## config.mk

```make
export PLATFORM = sky130hd
export DESIGN_NAME = ccrb_top
export DESIGN_NICKNAME = d
export VERILOG_FILES = /design/src/design/ccrb_pkg.sv /design/src/design/ccrb_top.sv /design/src/design/ccrb_i2c_slave.sv
export VERILOG_INCLUDE_DIRS = /design/src /design/src/design
export SDC_FILE = /design/constraint.sdc
export NUM_CORES = 1
export LEC_CHECK = 0
export BUFFER_PORTS_ARGS = -buffer_cell sky130_fd_sc_hd__buf_2
export CORE_MARGIN = 2
export CORE_UTILIZATION = 35
export DETAILED_ROUTE_END_ITERATION = 6
export PLACE_DENSITY = 0.49
export SYNTH_ARGS = -nofsm -noshare
export SYNTH_HDL_FRONTEND = slang
export SYNTH_SLANG_ARGS = --single-unit
```

## constraint.sdc

```tcl
create_clock -name i_ref_clk -period 4.05 [get_ports i_ref_clk]
set_input_delay 0.405 -clock i_ref_clk [delete_from_list [all_inputs] [get_ports i_ref_clk]]
set_output_delay 0.405 -clock i_ref_clk [all_outputs]
set_load 0.005 [all_outputs]
```

## src/design/ccrb_map.svh

```systemverilog
`ifndef CCRB_MAP_SVH
`define CCRB_MAP_SVH

// Register offsets
`define CCRB_OFS_CURRENT 8'h03
`define CCRB_OFS_VOLTAGE 8'h04
`define CCRB_OFS_TERM_TIMER 8'h05
`define CCRB_OFS_BOOST_THERM 8'h06
`define CCRB_OFS_FAULT 8'h09

// Reset values
`define CCRB_RST_CURRENT 8'h11
`define CCRB_RST_VOLTAGE 8'hB2
`define CCRB_RST_TERM_TIMER 8'h9A
`define CCRB_RST_BOOST_THERM 8'h93
`define CCRB_RST_FAULT 8'h00

// Writable bits of the termination/timer register
`define CCRB_MASK_TERM_TIMER 8'hBE

// Field positions
`define CCRB_PRE_LSB 4
`define CCRB_TERM_CUR_LSB 0
`define CCRB_VLIM_LSB 2
`define CCRB_ENTRY_BIT 1
`define CCRB_RECHG_BIT 0
`define CCRB_TERM_EN_BIT 7
`define CCRB_KEEP_LSB 4
`define CCRB_TMR_EN_BIT 3
`define CCRB_TLIM_LSB 1
`define CCRB_BOOST_V_LSB 4
`define CCRB_BHOT_LSB 2
`define CCRB_THREG_LSB 0
`define CCRB_FLT_WD_BIT 7
`define CCRB_FLT_CHG_LSB 4
`define CCRB_FLT_HOT_BIT 0
`define CCRB_FLT_SAFETY_CODE 2'h3

// Timing
`define CCRB_CLK_PERIOD_NS 25
`define CCRB_TICK_MS 250
`define CCRB_KEEP_1_S 40
`define CCRB_KEEP_2_S 80
`define CCRB_KEEP_3_S 160
`define CCRB_TLIM_0_H 5
`define CCRB_TLIM_1_H 8
`define CCRB_TLIM_2_H 12
`define CCRB_TLIM_3_H 20
`define CCRB_SEC_PER_H 3600
// Safety count advances 2 per tick normally, 1 when stretched
`define CCRB_UNITS_PER_S (2 * 1000 / `CCRB_TICK_MS)
`define CCRB_TICK_CYCLES (`CCRB_TICK_MS * 1000000 / `CCRB_CLK_PERIOD_NS)
`define CCRB_TICKS_PER_S (1000 / `CCRB_TICK_MS)

`endif

```

## src/design/ccrb_pkg.sv

```systemverilog
package ccrb_pkg;

	typedef struct packed {
		logic [3:0] precharge_current;
		logic [3:0] term_current;
		logic [5:0] charge_voltage_limit;
		logic fast_charge_entry_threshold;
		logic recharge_offset;
		logic termination_enable;
		logic [1:0] host_keepalive_period;
		logic safety_timer_enable;
		logic [1:0] fast_charge_time_limit;
		logic [3:0] boost_output_voltage;
		logic [1:0] boost_hot_select;
		logic [1:0] thermal_regulation_limit;
	} ccrb_cfg_t;

	typedef struct packed {
		logic [7:0] addr;
		logic [7:0] data;
	} ccrb_wr_t;

	typedef enum logic [2:0] {
		CCRB_IDLE = 3'b000,
		CCRB_ADDR = 3'b001,
		CCRB_ACK_A = 3'b010,
		CCRB_WR = 3'b011,
		CCRB_ACK_W = 3'b100,
		CCRB_RD = 3'b101,
		CCRB_ACK_R = 3'b110
	} ccrb_i2c_st_t;

	typedef enum logic [1:0] {
		CCRB_HOT_33 = 2'b00,
		CCRB_HOT_36 = 2'b01,
		CCRB_HOT_30 = 2'b10,
		CCRB_HOT_OFF = 2'b11
	} ccrb_hot_sel_t;

endpackage

```

## src/design/ccrb_top.sv

```systemverilog
`timescale 1ns/1ps
`include "ccrb_map.svh"
// Summary of operation
// - Pre-charge and term currents are 128mA plus 128mA per code, reset 0001.
// - The 6-bit voltage limit is 3.504V plus 16mV per code, reset 4.208V.
// - The fast charge entry bit picks 2.8V or 3.0V and resets to 1.
// - The recharge offset bit picks 100mV or 300mV below regulation, reset 0.
// - Bit 7 of the termination/timer register enables termination, reset 1.
// - The keepalive period code picks off, 40s, 80s or 160s and resets to 01.
// - Safety timer enable resets to 1 and its 5/8/12/20 h code resets to 01.
// - The boost voltage is a 4-bit code of 64mV steps over 4.55V, reset 1001.
// - Boost hot select picks 33%, 36% or 30%, 11 turns off the disable but still flags a fault at 33%, reset 00.
// - Thermal regulation code picks 60, 80, 100 or 120 C, reset 11.
// - The four registers reset to 0x11, 0xB2, 0x9A and 0x93.
// - Keepalive expiry latches a readable watchdog fault flag.
// - Stretch halves the safety timer rate in input or thermal regulation.
module ccrb_top
	import ccrb_pkg::*;
#(
	parameter logic [6:0] DEV_ADDR = 7'h35,
	parameter int TICK_CYCLES = `CCRB_TICK_CYCLES,
	parameter int UNITS_PER_H = `CCRB_UNITS_PER_S * `CCRB_SEC_PER_H
) (
	// Clock and reset
	input wire logic i_ref_clk,
	input wire logic i_rst,
	// Serial port
	input wire logic i_scl,
	input wire logic i_sda,
	output logic o_sda,
	output logic o_sda_oe_n,
	// Charger state
	input wire logic i_fast_charging,
	input wire logic i_timer_stretch_enable,
	input wire logic i_input_limiting,
	input wire logic i_thermal_regulating,
	input wire logic i_boost_mode,
	// Thermistor comparators, high when past the hot level
	input wire logic i_ts_hot_33,
	input wire logic i_ts_hot_36,
	input wire logic i_ts_hot_30,
	// Configuration and status
	output ccrb_cfg_t o_cfg,
	output logic o_boost_hot_disable,
	output logic o_watchdog_fault,
	output logic o_safety_timer_expired,
	output logic o_thermistor_hot
);
	localparam int DW = $clog2(TICK_CYCLES + 1);
	logic [7:0] cur_reg, cur_next, volt_reg, volt_next;
	logic [7:0] tt_reg, tt_next, bt_reg, bt_next, flt_reg, flt_next;
	logic [DW-1:0] div_reg, div_next;
	logic [9:0] wd_reg, wd_next, wd_limit;
	logic [23:0] sf_reg, sf_next, sf_limit;
	logic exp_reg, exp_next;
	logic wr_valid, rd_take, tick, wd_expire, sf_expire, hot_sel, hot_flt;
	logic [7:0] rd_addr, rd_data;
	ccrb_wr_t wr;
	ccrb_cfg_t cfg;

	ccrb_i2c_slave #(.DEV_ADDR(DEV_ADDR)) u_port (
		.i_ref_clk(i_ref_clk),
		.i_rst(i_rst),
		.i_scl(i_scl),
		.i_sda(i_sda),
		.o_sda(o_sda),
		.o_sda_oe_n(o_sda_oe_n),
		.o_wr_valid(wr_valid),
		.o_wr(wr),
		.o_rd_addr(rd_addr),
		.o_rd_take(rd_take),
		.i_rd_data(rd_data)
	);

	// Field view of the registers
	always_comb begin
		cfg.precharge_current = cur_reg[`CCRB_PRE_LSB +: 4];
		cfg.term_current = cur_reg[`CCRB_TERM_CUR_LSB +: 4];
		cfg.charge_voltage_limit = volt_reg[`CCRB_VLIM_LSB +: 6];
		cfg.fast_charge_entry_threshold = volt_reg[`CCRB_ENTRY_BIT];
		cfg.recharge_offset = volt_reg[`CCRB_RECHG_BIT];
		cfg.termination_enable = tt_reg[`CCRB_TERM_EN_BIT];
		cfg.host_keepalive_period = tt_reg[`CCRB_KEEP_LSB +: 2];
		cfg.safety_timer_enable = tt_reg[`CCRB_TMR_EN_BIT];
		cfg.fast_charge_time_limit = tt_reg[`CCRB_TLIM_LSB +: 2];
		cfg.boost_output_voltage = bt_reg[`CCRB_BOOST_V_LSB +: 4];
		cfg.boost_hot_select = bt_reg[`CCRB_BHOT_LSB +: 2];
		cfg.thermal_regulation_limit = bt_reg[`CCRB_THREG_LSB +: 2];
	end

	// Register writes; reserved bits are masked off
	always_comb begin
		cur_next = cur_reg;
		volt_next = volt_reg;
		tt_next = tt_reg;
		bt_next = bt_reg;
		if (wr_valid) begin
			case (wr.addr)
				`CCRB_OFS_CURRENT: cur_next = wr.data;
				`CCRB_OFS_VOLTAGE: volt_next = wr.data;
				`CCRB_OFS_TERM_TIMER: tt_next = wr.data & `CCRB_MASK_TERM_TIMER;
				`CCRB_OFS_BOOST_THERM: bt_next = wr.data;
				default: begin
				end
			endcase
		end
	end

	// Read mux; unmapped offsets read zero
	always_comb begin
		case (rd_addr)
			`CCRB_OFS_CURRENT: rd_data = cur_reg;
			`CCRB_OFS_VOLTAGE: rd_data = volt_reg;
			`CCRB_OFS_TERM_TIMER: rd_data = tt_reg;
			`CCRB_OFS_BOOST_THERM: rd_data = bt_reg;
			`CCRB_OFS_FAULT: rd_data = flt_reg;
			default: rd_data = 8'h00;
		endcase
	end

	// Time base and keepalive limit in ticks
	always_comb begin
		tick = (div_reg == DW'(TICK_CYCLES - 1));
		div_next = tick ? '0 : div_reg + DW'(1);
		case (cfg.host_keepalive_period)
			2'h1: wd_limit = 10'(`CCRB_KEEP_1_S * `CCRB_TICKS_PER_S);
			2'h2: wd_limit = 10'(`CCRB_KEEP_2_S * `CCRB_TICKS_PER_S);
			2'h3: wd_limit = 10'(`CCRB_KEEP_3_S * `CCRB_TICKS_PER_S);
			default: wd_limit = 10'h000;
		endcase
		case (cfg.fast_charge_time_limit)
			2'h0: sf_limit = 24'(`CCRB_TLIM_0_H * UNITS_PER_H);
			2'h1: sf_limit = 24'(`CCRB_TLIM_1_H * UNITS_PER_H);
			2'h2: sf_limit = 24'(`CCRB_TLIM_2_H * UNITS_PER_H);
			default: sf_limit = 24'(`CCRB_TLIM_3_H * UNITS_PER_H);
		endcase
	end

	// Keepalive restarts on any register write
	always_comb begin
		wd_expire = 1'b0;
		wd_next = wd_reg;
		if (wr_valid || wd_limit == 10'h000) begin
			wd_next = 10'h000;
		end else if (tick) begin
			wd_expire = (wd_reg == wd_limit - 10'h001);
			wd_next = wd_expire ? 10'h000 : wd_reg + 10'h001;
		end
	end

	// Safety timer, half rate when stretched
	always_comb begin
		sf_next = sf_reg;
		sf_expire = 1'b0;
		exp_next = exp_reg;
		if (!i_fast_charging || !cfg.safety_timer_enable) begin
			sf_next = 24'h000000;
			exp_next = 1'b0;
		end else if (tick && !exp_reg) begin
			if (i_timer_stretch_enable &&
					(i_input_limiting || i_thermal_regulating)) begin
				sf_next = sf_reg + 24'h000001;
			end else begin
				sf_next = sf_reg + 24'h000002;
			end
			sf_expire = (sf_next >= sf_limit);
			exp_next = sf_expire;
		end
	end

	// Boost hot threshold choice
	always_comb begin
		case (cfg.boost_hot_select)
			CCRB_HOT_33: hot_sel = i_ts_hot_33;
			CCRB_HOT_36: hot_sel = i_ts_hot_36;
			CCRB_HOT_30: hot_sel = i_ts_hot_30;
			default: hot_sel = 1'b0;
		endcase
		hot_flt = (cfg.boost_hot_select == CCRB_HOT_OFF) ?
			i_ts_hot_33 : hot_sel;
	end

	// Latched faults clear on read; a new event wins
	always_comb begin
		flt_next = flt_reg;
		if (rd_take && rd_addr == `CCRB_OFS_FAULT) begin
			flt_next = 8'h00;
		end
		if (wd_expire) begin
			flt_next[`CCRB_FLT_WD_BIT] = 1'b1;
		end
		if (sf_expire) begin
			flt_next[`CCRB_FLT_CHG_LSB +: 2] = `CCRB_FLT_SAFETY_CODE;
		end
		if (i_boost_mode && hot_flt) begin
			flt_next[`CCRB_FLT_HOT_BIT] = 1'b1;
		end
	end

	// Register all state
	always_ff @(posedge i_ref_clk) begin
		if (i_rst) begin
			cur_reg <= `CCRB_RST_CURRENT;
			volt_reg <= `CCRB_RST_VOLTAGE;
			tt_reg <= `CCRB_RST_TERM_TIMER;
			bt_reg <= `CCRB_RST_BOOST_THERM;
			flt_reg <= `CCRB_RST_FAULT;
			div_reg <= '0;
			wd_reg <= 10'h000;
			sf_reg <= 24'h000000;
			exp_reg <= 1'b0;
		end else begin
			cur_reg <= cur_next;
			volt_reg <= volt_next;
			tt_reg <= tt_next;
			bt_reg <= bt_next;
			flt_reg <= flt_next;
			div_reg <= div_next;
			wd_reg <= wd_next;
			sf_reg <= sf_next;
			exp_reg <= exp_next;
		end
	end

	assign o_cfg = cfg;
	assign o_boost_hot_disable = i_boost_mode & hot_sel;
	assign o_watchdog_fault = flt_reg[`CCRB_FLT_WD_BIT];
	assign o_safety_timer_expired = exp_reg;
	assign o_thermistor_hot = flt_reg[`CCRB_FLT_HOT_BIT];
endmodule

```

## src/design/ccrb_i2c_slave.sv

```systemverilog
`timescale 1ns/1ps
module ccrb_i2c_slave
	import ccrb_pkg::*;
#(
	parameter logic [6:0] DEV_ADDR = 7'h35
) (
	// Clock and reset
	input wire logic i_ref_clk,
	input wire logic i_rst,
	// Serial port
	input wire logic i_scl,
	input wire logic i_sda,
	output logic o_sda,
	output logic o_sda_oe_n,
	// Register side
	output logic o_wr_valid,
	output ccrb_wr_t o_wr,
	output logic [7:0] o_rd_addr,
	output logic o_rd_take,
	input wire logic [7:0] i_rd_data
);
	ccrb_i2c_st_t state_reg, state_next;
	logic scl_reg, sda_reg;
	logic [7:0] shift_reg, shift_next, ptr_reg, ptr_next;
	logic [2:0] cnt_reg, cnt_next;
	logic full_reg, full_next, rw_reg, rw_next, ack_reg, ack_next;
	logic have_ptr_reg, have_ptr_next, oe_n_reg, oe_n_next;
	logic wr_valid_reg, wr_valid_next;
	ccrb_wr_t wr_reg, wr_next;
	logic rise, fall, start, stop, load;

	// Line events from the previous sample
	assign rise = i_scl & ~scl_reg;
	assign fall = ~i_scl & scl_reg;
	assign start = i_scl & scl_reg & sda_reg & ~i_sda;
	assign stop = i_scl & scl_reg & ~sda_reg & i_sda;

	// Bit sequencing and byte handling
	always_comb begin
		state_next = state_reg;
		shift_next = shift_reg;
		ptr_next = ptr_reg;
		cnt_next = cnt_reg;
		full_next = full_reg;
		rw_next = rw_reg;
		ack_next = ack_reg;
		have_ptr_next = have_ptr_reg;
		oe_n_next = oe_n_reg;
		wr_valid_next = 1'b0;
		wr_next = wr_reg;
		load = 1'b0;
		if (start) begin
			state_next = CCRB_ADDR;
			cnt_next = 3'h0;
			full_next = 1'b0;
			have_ptr_next = 1'b0;
			oe_n_next = 1'b1;
		end else if (stop) begin
			state_next = CCRB_IDLE;
			oe_n_next = 1'b1;
		end else if (rise) begin
			if (state_reg == CCRB_ADDR || state_reg == CCRB_WR) begin
				shift_next = {shift_reg[6:0], i_sda};
			end
			if (state_reg == CCRB_ADDR || state_reg == CCRB_WR ||
					state_reg == CCRB_RD) begin
				cnt_next = cnt_reg + 3'h1;
				full_next = (cnt_reg == 3'h7);
			end
			if (state_reg == CCRB_ACK_R) begin
				ack_next = ~i_sda;
			end
		end else if (fall) begin
			case (state_reg)
				CCRB_ADDR: begin
					if (full_reg) begin
						full_next = 1'b0;
						if (shift_reg[7:1] == DEV_ADDR) begin
							rw_next = shift_reg[0];
							oe_n_next = 1'b0;
							state_next = CCRB_ACK_A;
						end else begin
							state_next = CCRB_IDLE;
						end
					end
				end
				CCRB_ACK_A: begin
					if (rw_reg) begin
						load = 1'b1;
					end else begin
						oe_n_next = 1'b1;
						state_next = CCRB_WR;
					end
				end
				CCRB_WR: begin
					if (full_reg) begin
						full_next = 1'b0;
						oe_n_next = 1'b0;
						state_next = CCRB_ACK_W;
						if (have_ptr_reg) begin
							wr_valid_next = 1'b1;
							wr_next = '{addr: ptr_reg, data: shift_reg};
							ptr_next = ptr_reg + 8'h01;
						end else begin
							ptr_next = shift_reg;
							have_ptr_next = 1'b1;
						end
					end
				end
				CCRB_ACK_W: begin
					oe_n_next = 1'b1;
					state_next = CCRB_WR;
				end
				CCRB_RD: begin
					if (full_reg) begin
						full_next = 1'b0;
						oe_n_next = 1'b1;
						state_next = CCRB_ACK_R;
					end else begin
						oe_n_next = shift_reg[6];
						shift_next = {shift_reg[6:0], 1'b0};
					end
				end
				CCRB_ACK_R: begin
					if (ack_reg) begin
						load = 1'b1;
					end else begin
						state_next = CCRB_IDLE;
					end
				end
				default: begin
				end
			endcase
		end
		if (load) begin
			shift_next = i_rd_data;
			oe_n_next = i_rd_data[7];
			ptr_next = ptr_reg + 8'h01;
			state_next = CCRB_RD;
		end
	end

	// Register the sequencer
	always_ff @(posedge i_ref_clk) begin
		if (i_rst) begin
			state_reg <= CCRB_IDLE;
			scl_reg <= 1'b1;
			sda_reg <= 1'b1;
			shift_reg <= 8'h00;
			ptr_reg <= 8'h00;
			cnt_reg <= 3'h0;
			full_reg <= 1'b0;
			rw_reg <= 1'b0;
			ack_reg <= 1'b0;
			have_ptr_reg <= 1'b0;
			oe_n_reg <= 1'b1;
			wr_valid_reg <= 1'b0;
			wr_reg <= '0;
		end else begin
			state_reg <= state_next;
			scl_reg <= i_scl;
			sda_reg <= i_sda;
			shift_reg <= shift_next;
			ptr_reg <= ptr_next;
			cnt_reg <= cnt_next;
			full_reg <= full_next;
			rw_reg <= rw_next;
			ack_reg <= ack_next;
			have_ptr_reg <= have_ptr_next;
			oe_n_reg <= oe_n_next;
			wr_valid_reg <= wr_valid_next;
			wr_reg <= wr_next;
		end
	end

	// Open drain: the pin is only ever pulled low
	assign o_sda = 1'b0;
	assign o_sda_oe_n = oe_n_reg;
	assign o_wr_valid = wr_valid_reg;
	assign o_wr = wr_reg;
	assign o_rd_addr = ptr_reg;
	assign o_rd_take = load;
endmodule

```

[Word-level counts from Yosys, hierarchy flattened]
Cells that the tools add are included.
Word-level totals
  output and inout port bits: 36
  word-level logic and storage cells: 216
  memories: 0
  register bits after elaboration: 139
  bits of input ports: 12
  ROM bits: 0
  memory bits (writable): 0
  bits in latches: 0
Cells by class
  multipliers: 0
  bitwise logic cells: 18
  shift-type cells: 0
  add/sub/neg operators: 7
  reductions and logical operators: 51
  multiplexer cells: 68
  divide/modulo/power cells: 0
  order comparisons: 1
  equal/unequal tests: 45
Operators by type and width (number)
  two-way mux 8 bit: 17
  two-way mux 24 bit: 3
  case mux 20 bit (3 select lines): 1
  adder 24 x 1 -> 24 bit, second input constant: 2
  equality test 8 x 3 -> 1 bit, second input constant: 6
  case mux 8 bit (5 select lines): 1
  two-way mux 3 bit: 10
  case mux 10 bit (3 select lines): 1
  two-way mux 1 bit: 28
  adder 24 x 2 -> 24 bit, second input constant: 1
  equality test 24 bit, second input constant: 1
  greater-or-equal comparator 24 bit: 1
  AND reduction 7 bit: 3
  case mux 3 bit (6 select lines): 1
  equality test 8 x 2 -> 1 bit, second input constant: 2
  AND reduction 8 bit: 2
  nonzero test 2 bit: 8
  != test 5 x 2 -> 1 bit, second input constant: 3
  equality test 3 bit, second input constant: 4
  != test 2 bit, second input constant: 6
  AND reduction 6 bit: 2
  adder 10 x 1 -> 10 bit, second input constant: 1
  equality test 10 bit: 1
  equality test 2 bit, second input constant: 5
  other kinds (38): 80

[Logic depth before layout (Yosys ltp)]
  word-level depth: 9
  mapped depth: 15
  gate-level depth less buffers: 14

[Modules after synthesis]
Synthesis repeated with hierarchy kept, for this count alone.
Second synthesis, totals
  cell total of the unflattened synthesis: 873
  area total of the unflattened synthesis: 7542.2 µm²
By module, submodules not included
  ccrb_top: cells each 607, instances 1, area each 5127.4 µm²
  ccrb_i2c_slave: cells each 266, instances 1, area each 2414.8 µm²

[Least setup slack after synthesis]
No wires, ideal clock.
  kind: register to register
  from: register sf_reg[0]
  to: register flt_reg[4]
  data arrival time: 3.069 ns
  stages on the path, launching flop included: 15
  buffers on the path: 0
  setup slack: 0.861 ns
  library setup time: 0.120 ns
  clock period less this slack: 3.189 ns
  required time: 3.930 ns
  cells stage by stage: dfxtp_1 ha_1 nand3_1 mux2i_1 nand3_1 nor2_1 nand3_1 xnor2_1 ha_1 nor2b_1 o21ai_0 nand2b_1 a41oi_1 a211oi_1 a211o_1
On the way
  longest elaborated chain between the ends: 8
  elaborated cells between the ends (all ways): 10
RTL lines
  start, declared: RTL line ccrb_top.sv:54  | logic [23:0] sf_reg, sf_next, sf_limit;
  start signal, assigned: RTL line ccrb_top.sv:220  | sf_reg <= sf_next;
  adder 24 x 2 -> 24 bit or adder 24 x 1 -> 24 bit (tied branches): RTL line ccrb_top.sv:164, ccrb_top.sv:162
  two-way mux 24 bit *: RTL line ccrb_top.sv:160  | if (i_timer_stretch_enable &&
  two-way mux 24 bit *: RTL line ccrb_top.sv:159  | end else if (tick && !exp_reg) begin
  two-way mux 24 bit *: RTL line ccrb_top.sv:156  | if (!i_fast_charging || !cfg.safety_timer_enable) begin
  greater-or-equal comparator 24 bit *: RTL line ccrb_top.sv:166  | sf_expire = (sf_next >= sf_limit);
  two-way mux 1 bit *: RTL line ccrb_top.sv:159
  two-way mux 1 bit *: RTL line ccrb_top.sv:156
  two-way mux 2 bit or nonzero test 2 bit (tied branches)
  end signal, assigned: RTL line ccrb_top.sv:207  | flt_reg <= `CCRB_RST_FAULT;
  end signal, assigned: RTL line ccrb_top.sv:217  | flt_reg <= flt_next;
  end, declared: RTL line ccrb_top.sv:51  | logic [7:0] tt_reg, tt_next, bt_reg, bt_next, flt_reg, flt_next;
Every way passes the cells marked *; elsewhere a longest branch is shown, timed or not. The select of a mux whose other input is x is not followed.
A chain may end at the register's enable or synchronous reset.

[Worst setup path in the final report]
  from: register sf_reg[4]
  to: register flt_reg[4]
Same word-level chain as after synthesis.

==> results.cfg <==
[layout]
finish.instance_area_um2 = 8420
utilization = 0.402
num-nets-final = 984
multi_input_area_um2 = 4340
nFillCells = 2206
regArea_um2 = 2760
area.growth.synth_to_final_pct = 13.4
drive_gt1_frac = 0.101
antenna_cells = 0

[worst_setup_path]
worstSetupPathDepth = 11
crit_path_top_delay_cell = o41ai_1
worstSetupPathType = register to register
crit_chain = and4_1 -> o211ai_2 -> or2b_1 -> nor2_1 -> xor2_1 -> ha_1 -> a21oi_1 -> o21ai_0 -> o41ai_1 -> a211oi_1 -> a211o_1
cp.required_ns = 4.36
start_kind = register
slowest_delay_ns = 0.52
r2r_cells = 11
worstPathMaxFanout = 11
critPathArrivalTime_ns = 3.54
cpLargestDelayFamily = compound AO/OA/AOI/OAI gates
r2r_setup_slack_ns = 0.82
end_kind = register
critPathBufInv = 0

[routing]
wirelength_um = 18100
drc = 0
vias = 6291
wl_per_cell_um = 14.8
route.antenna.remaining_nets = 0
avgViaCountPerCell = 5.14
first_pass_iters = 5
drt_iter0_markers = 382

[yosys]
synth.distinct_cells = 70
ys_warn_count = 0
synth_ff_type = dfxtp_1
netlist_top_cells_area = dfxtp_1 (37%), nor2_1 (6.5%), ha_1 (6.1%)
synth_top_cell_by_area = dfxtp_1
ys_seq_area_frac = 0.372
ys_ff_latch = 138
syn_area_um2 = 7430
synthArstFlopShare = 0
netlist_instances = 909
synth_top_area_share = 0.372
syn_nets = 957
synth-edff-count = 0
synth_area_per_cell_um2 = 8.17

[cts]
cts_tree = done
hold_buffers = 0
cts_buffer_depth = 2
cts_root_buffer = clkbuf_16
clock_latency_ns = 0.43
cts_buffers = 17
cts_setup_buffers = 0
cts_sinks = 138
clkTransAtPathRegs_ns = 0.07
post_cts_resize_count = 0
h-tree-depth = 4

[pwr]
vdd_ir_drop_max_uv = 228
power.switching_w = 0.000738
clkPwrFrac = 0.516
power_density_nw_per_um2 = 356
sequentialPowerShare = 0.458
intPower_w = 0.00226
power_leakage_nw = 3.19
p_comb_frac = 0.026
netSwitchingFraction = 0.247

[placement]
portBuffers = 46
dpl_cell_area_um2 = 7840
gp_congestion = 0.769
hpwl_um = 12700

[sta]
rsz0062_at_grt = no
whs_ns = 0.250
max_freq_mhz = 310
setup_tns_ns = 0
hold_viol_final = 0
worst_slew_pin_slew_ns = 1.11
min_period_over_period = 0.797
maxSlewHeadroom = 0.255
fin_crit_ns = 3.23
finClkSkew_ns = 0.0113
drv_slew = 0
finalSetupViolCount = 0

[run_status]
status = finished clean

[hold_path]
hp-class = primary input to register
whs_path_depth = 2

[floorplanning]
ios = 48
die_w_um = 150
start_util = 0.355
rows = 53
die_y_um = 150
die_area_um2 = 22400
coreArea_um2 = 21000

[grt]
grt_max_degree = 45
grt.total_usage = 0.167
grt_pass1_vias = 5753
grt_overflow_total = 0
antenna_found_initial = 0
grt_pass1_wl_um = 29900

[job]
drv_cap = 0
area by class of cell:
class	instances	share of cell area
Multi-Input combinational cell	695	0.516
Timing Repair Buffer	51	0.0318
Tap cell	275	0.0409
Sequential cell	138	0.328
Inverter	33	0.0147
Clock buffer	17	0.0505
Clock inverter	15	0.0186
placed cells by master (no fill, tap or decap), types with 4 or more instances in the layout:
| cell | instances |
|---|---|
| or3_1 | 13 |
| ha_1 | 36 |
| buf_2 | 46 |
| o21a_1 | 5 |
| a211o_1 | 17 |
| and2_1 | 4 |
| a222oi_1 | 6 |
| nand2b_1 | 14 |
| o21ai_1 | 8 |
| nor4_1 | 4 |
| a22oi_1 | 6 |
| dfxtp_1 | 138 |
| nor3b_1 | 4 |
| and3_1 | 17 |
| nor2_1 | 129 |
| a21oi_1 | 60 |
| clkbuf_16 | 17 |
| a211oi_1 | 4 |
| clkinv_4 | 4 |
| o21ai_0 | 31 |
| xor2_1 | 38 |
| o22ai_1 | 5 |
| o2111ai_1 | 4 |
| nand3_1 | 28 |
| nand2_1 | 92 |
| and4_1 | 4 |
| buf_4 | 5 |
| inv_1 | 33 |
| nor3_1 | 21 |
| inv_6 | 4 |
| a31oi_1 | 4 |
| mux2i_1 | 25 |
| nor2b_1 | 18 |
| xnor2_1 | 27 |
| nand4_1 | 22 |
routing by layer:
| layer | up-vias | part of all wire | track usage |
|---|---|---|---|
| met5 | - | 0 | 0 |
| met4 | 0 | 0.015 | 0.0590 |
| met3 | 16 | 0.033 | 0.0259 |
| met2 | 104 | 0.43 | 0.249 |
| met1 | 2918 | 0.53 | 0.244 |
| li1 | 3253 | - | - |
stage by stage:
step,std cells,setup WS [ns],total power (W)
floorplan,909,0.861,0.00146
global placement,1192,0.817,0.00148
detailed placement,1192,0.750,0.00148
CTS,1224,0.821,0.00304
global route,1224,0.537,0.00310
finish,1224,0.821,0.00299
power by group through the flow:
stage	sequential (W)	combinational [W]	clock (W)
after global placement	0.00140	0.0000791	0
after floorplan	0.00140	0.0000591	0
after detailed placement	0.00140	0.0000787	0
after CTS	0.00137	0.0000790	0.00159
final	0.00137	0.0000777	0.00154
after global routing	0.00137	0.0000876	0.00164
synthesized netlist by cell type (all sizes together), types with 2 or more instances:
cell     count
xnor2       27
o21ai       39
nor3        22
a211o       17
nor3b        4
and2         4
nand3       28
nor4         4
nand2       92
a21o         2
o211ai       3
a21oi       60
mux2i       25
xor2        38
and4         5
ha          36
a221oi       3
or3         13
a211oi       4
or2          3
nor2b       18
nand4b       3
dfxtp      138
a222oi       6
and3b        2
and3        17
nor2       129
inv         33
nand4       23
o22ai        5
nand2b      14
clkbuf      32
a41oi        2
a31oi        4
o31ai        4
buf         10
a22oi        6
a31o         2
a32oi        2
nand3b       2
o21a         5
o2111ai      4
worst paths after layout:
check	endpoint	startpoint
max	flt_reg[4]	sf_reg[4]
max reg2reg	flt_reg[4]	sf_reg[4]
min reg2reg	div_reg[0]	div_reg[0]
min	u_port.sda_reg	i_sda
cell families (layout without fill, tap and decap cells):
group | count (synthesis) | count (layout) | synth area share
DFF | 138 | 138 | 0.372
xor gates and xnor gates | 65 | 65 | 0.0766
and+or+nand+nor | 391 | 391 | 0.257
buffers and inverters | 76 | 116 | 0.0445
adders and majority gates | 36 | 36 | 0.0606
muxes | 25 | 25 | 0.0337
AOI/OAI and AO/OA | 177 | 177 | 0.155
other | 1 | 1 | 0.000505
Note: power is estimated with default switching activity, not from simulation.
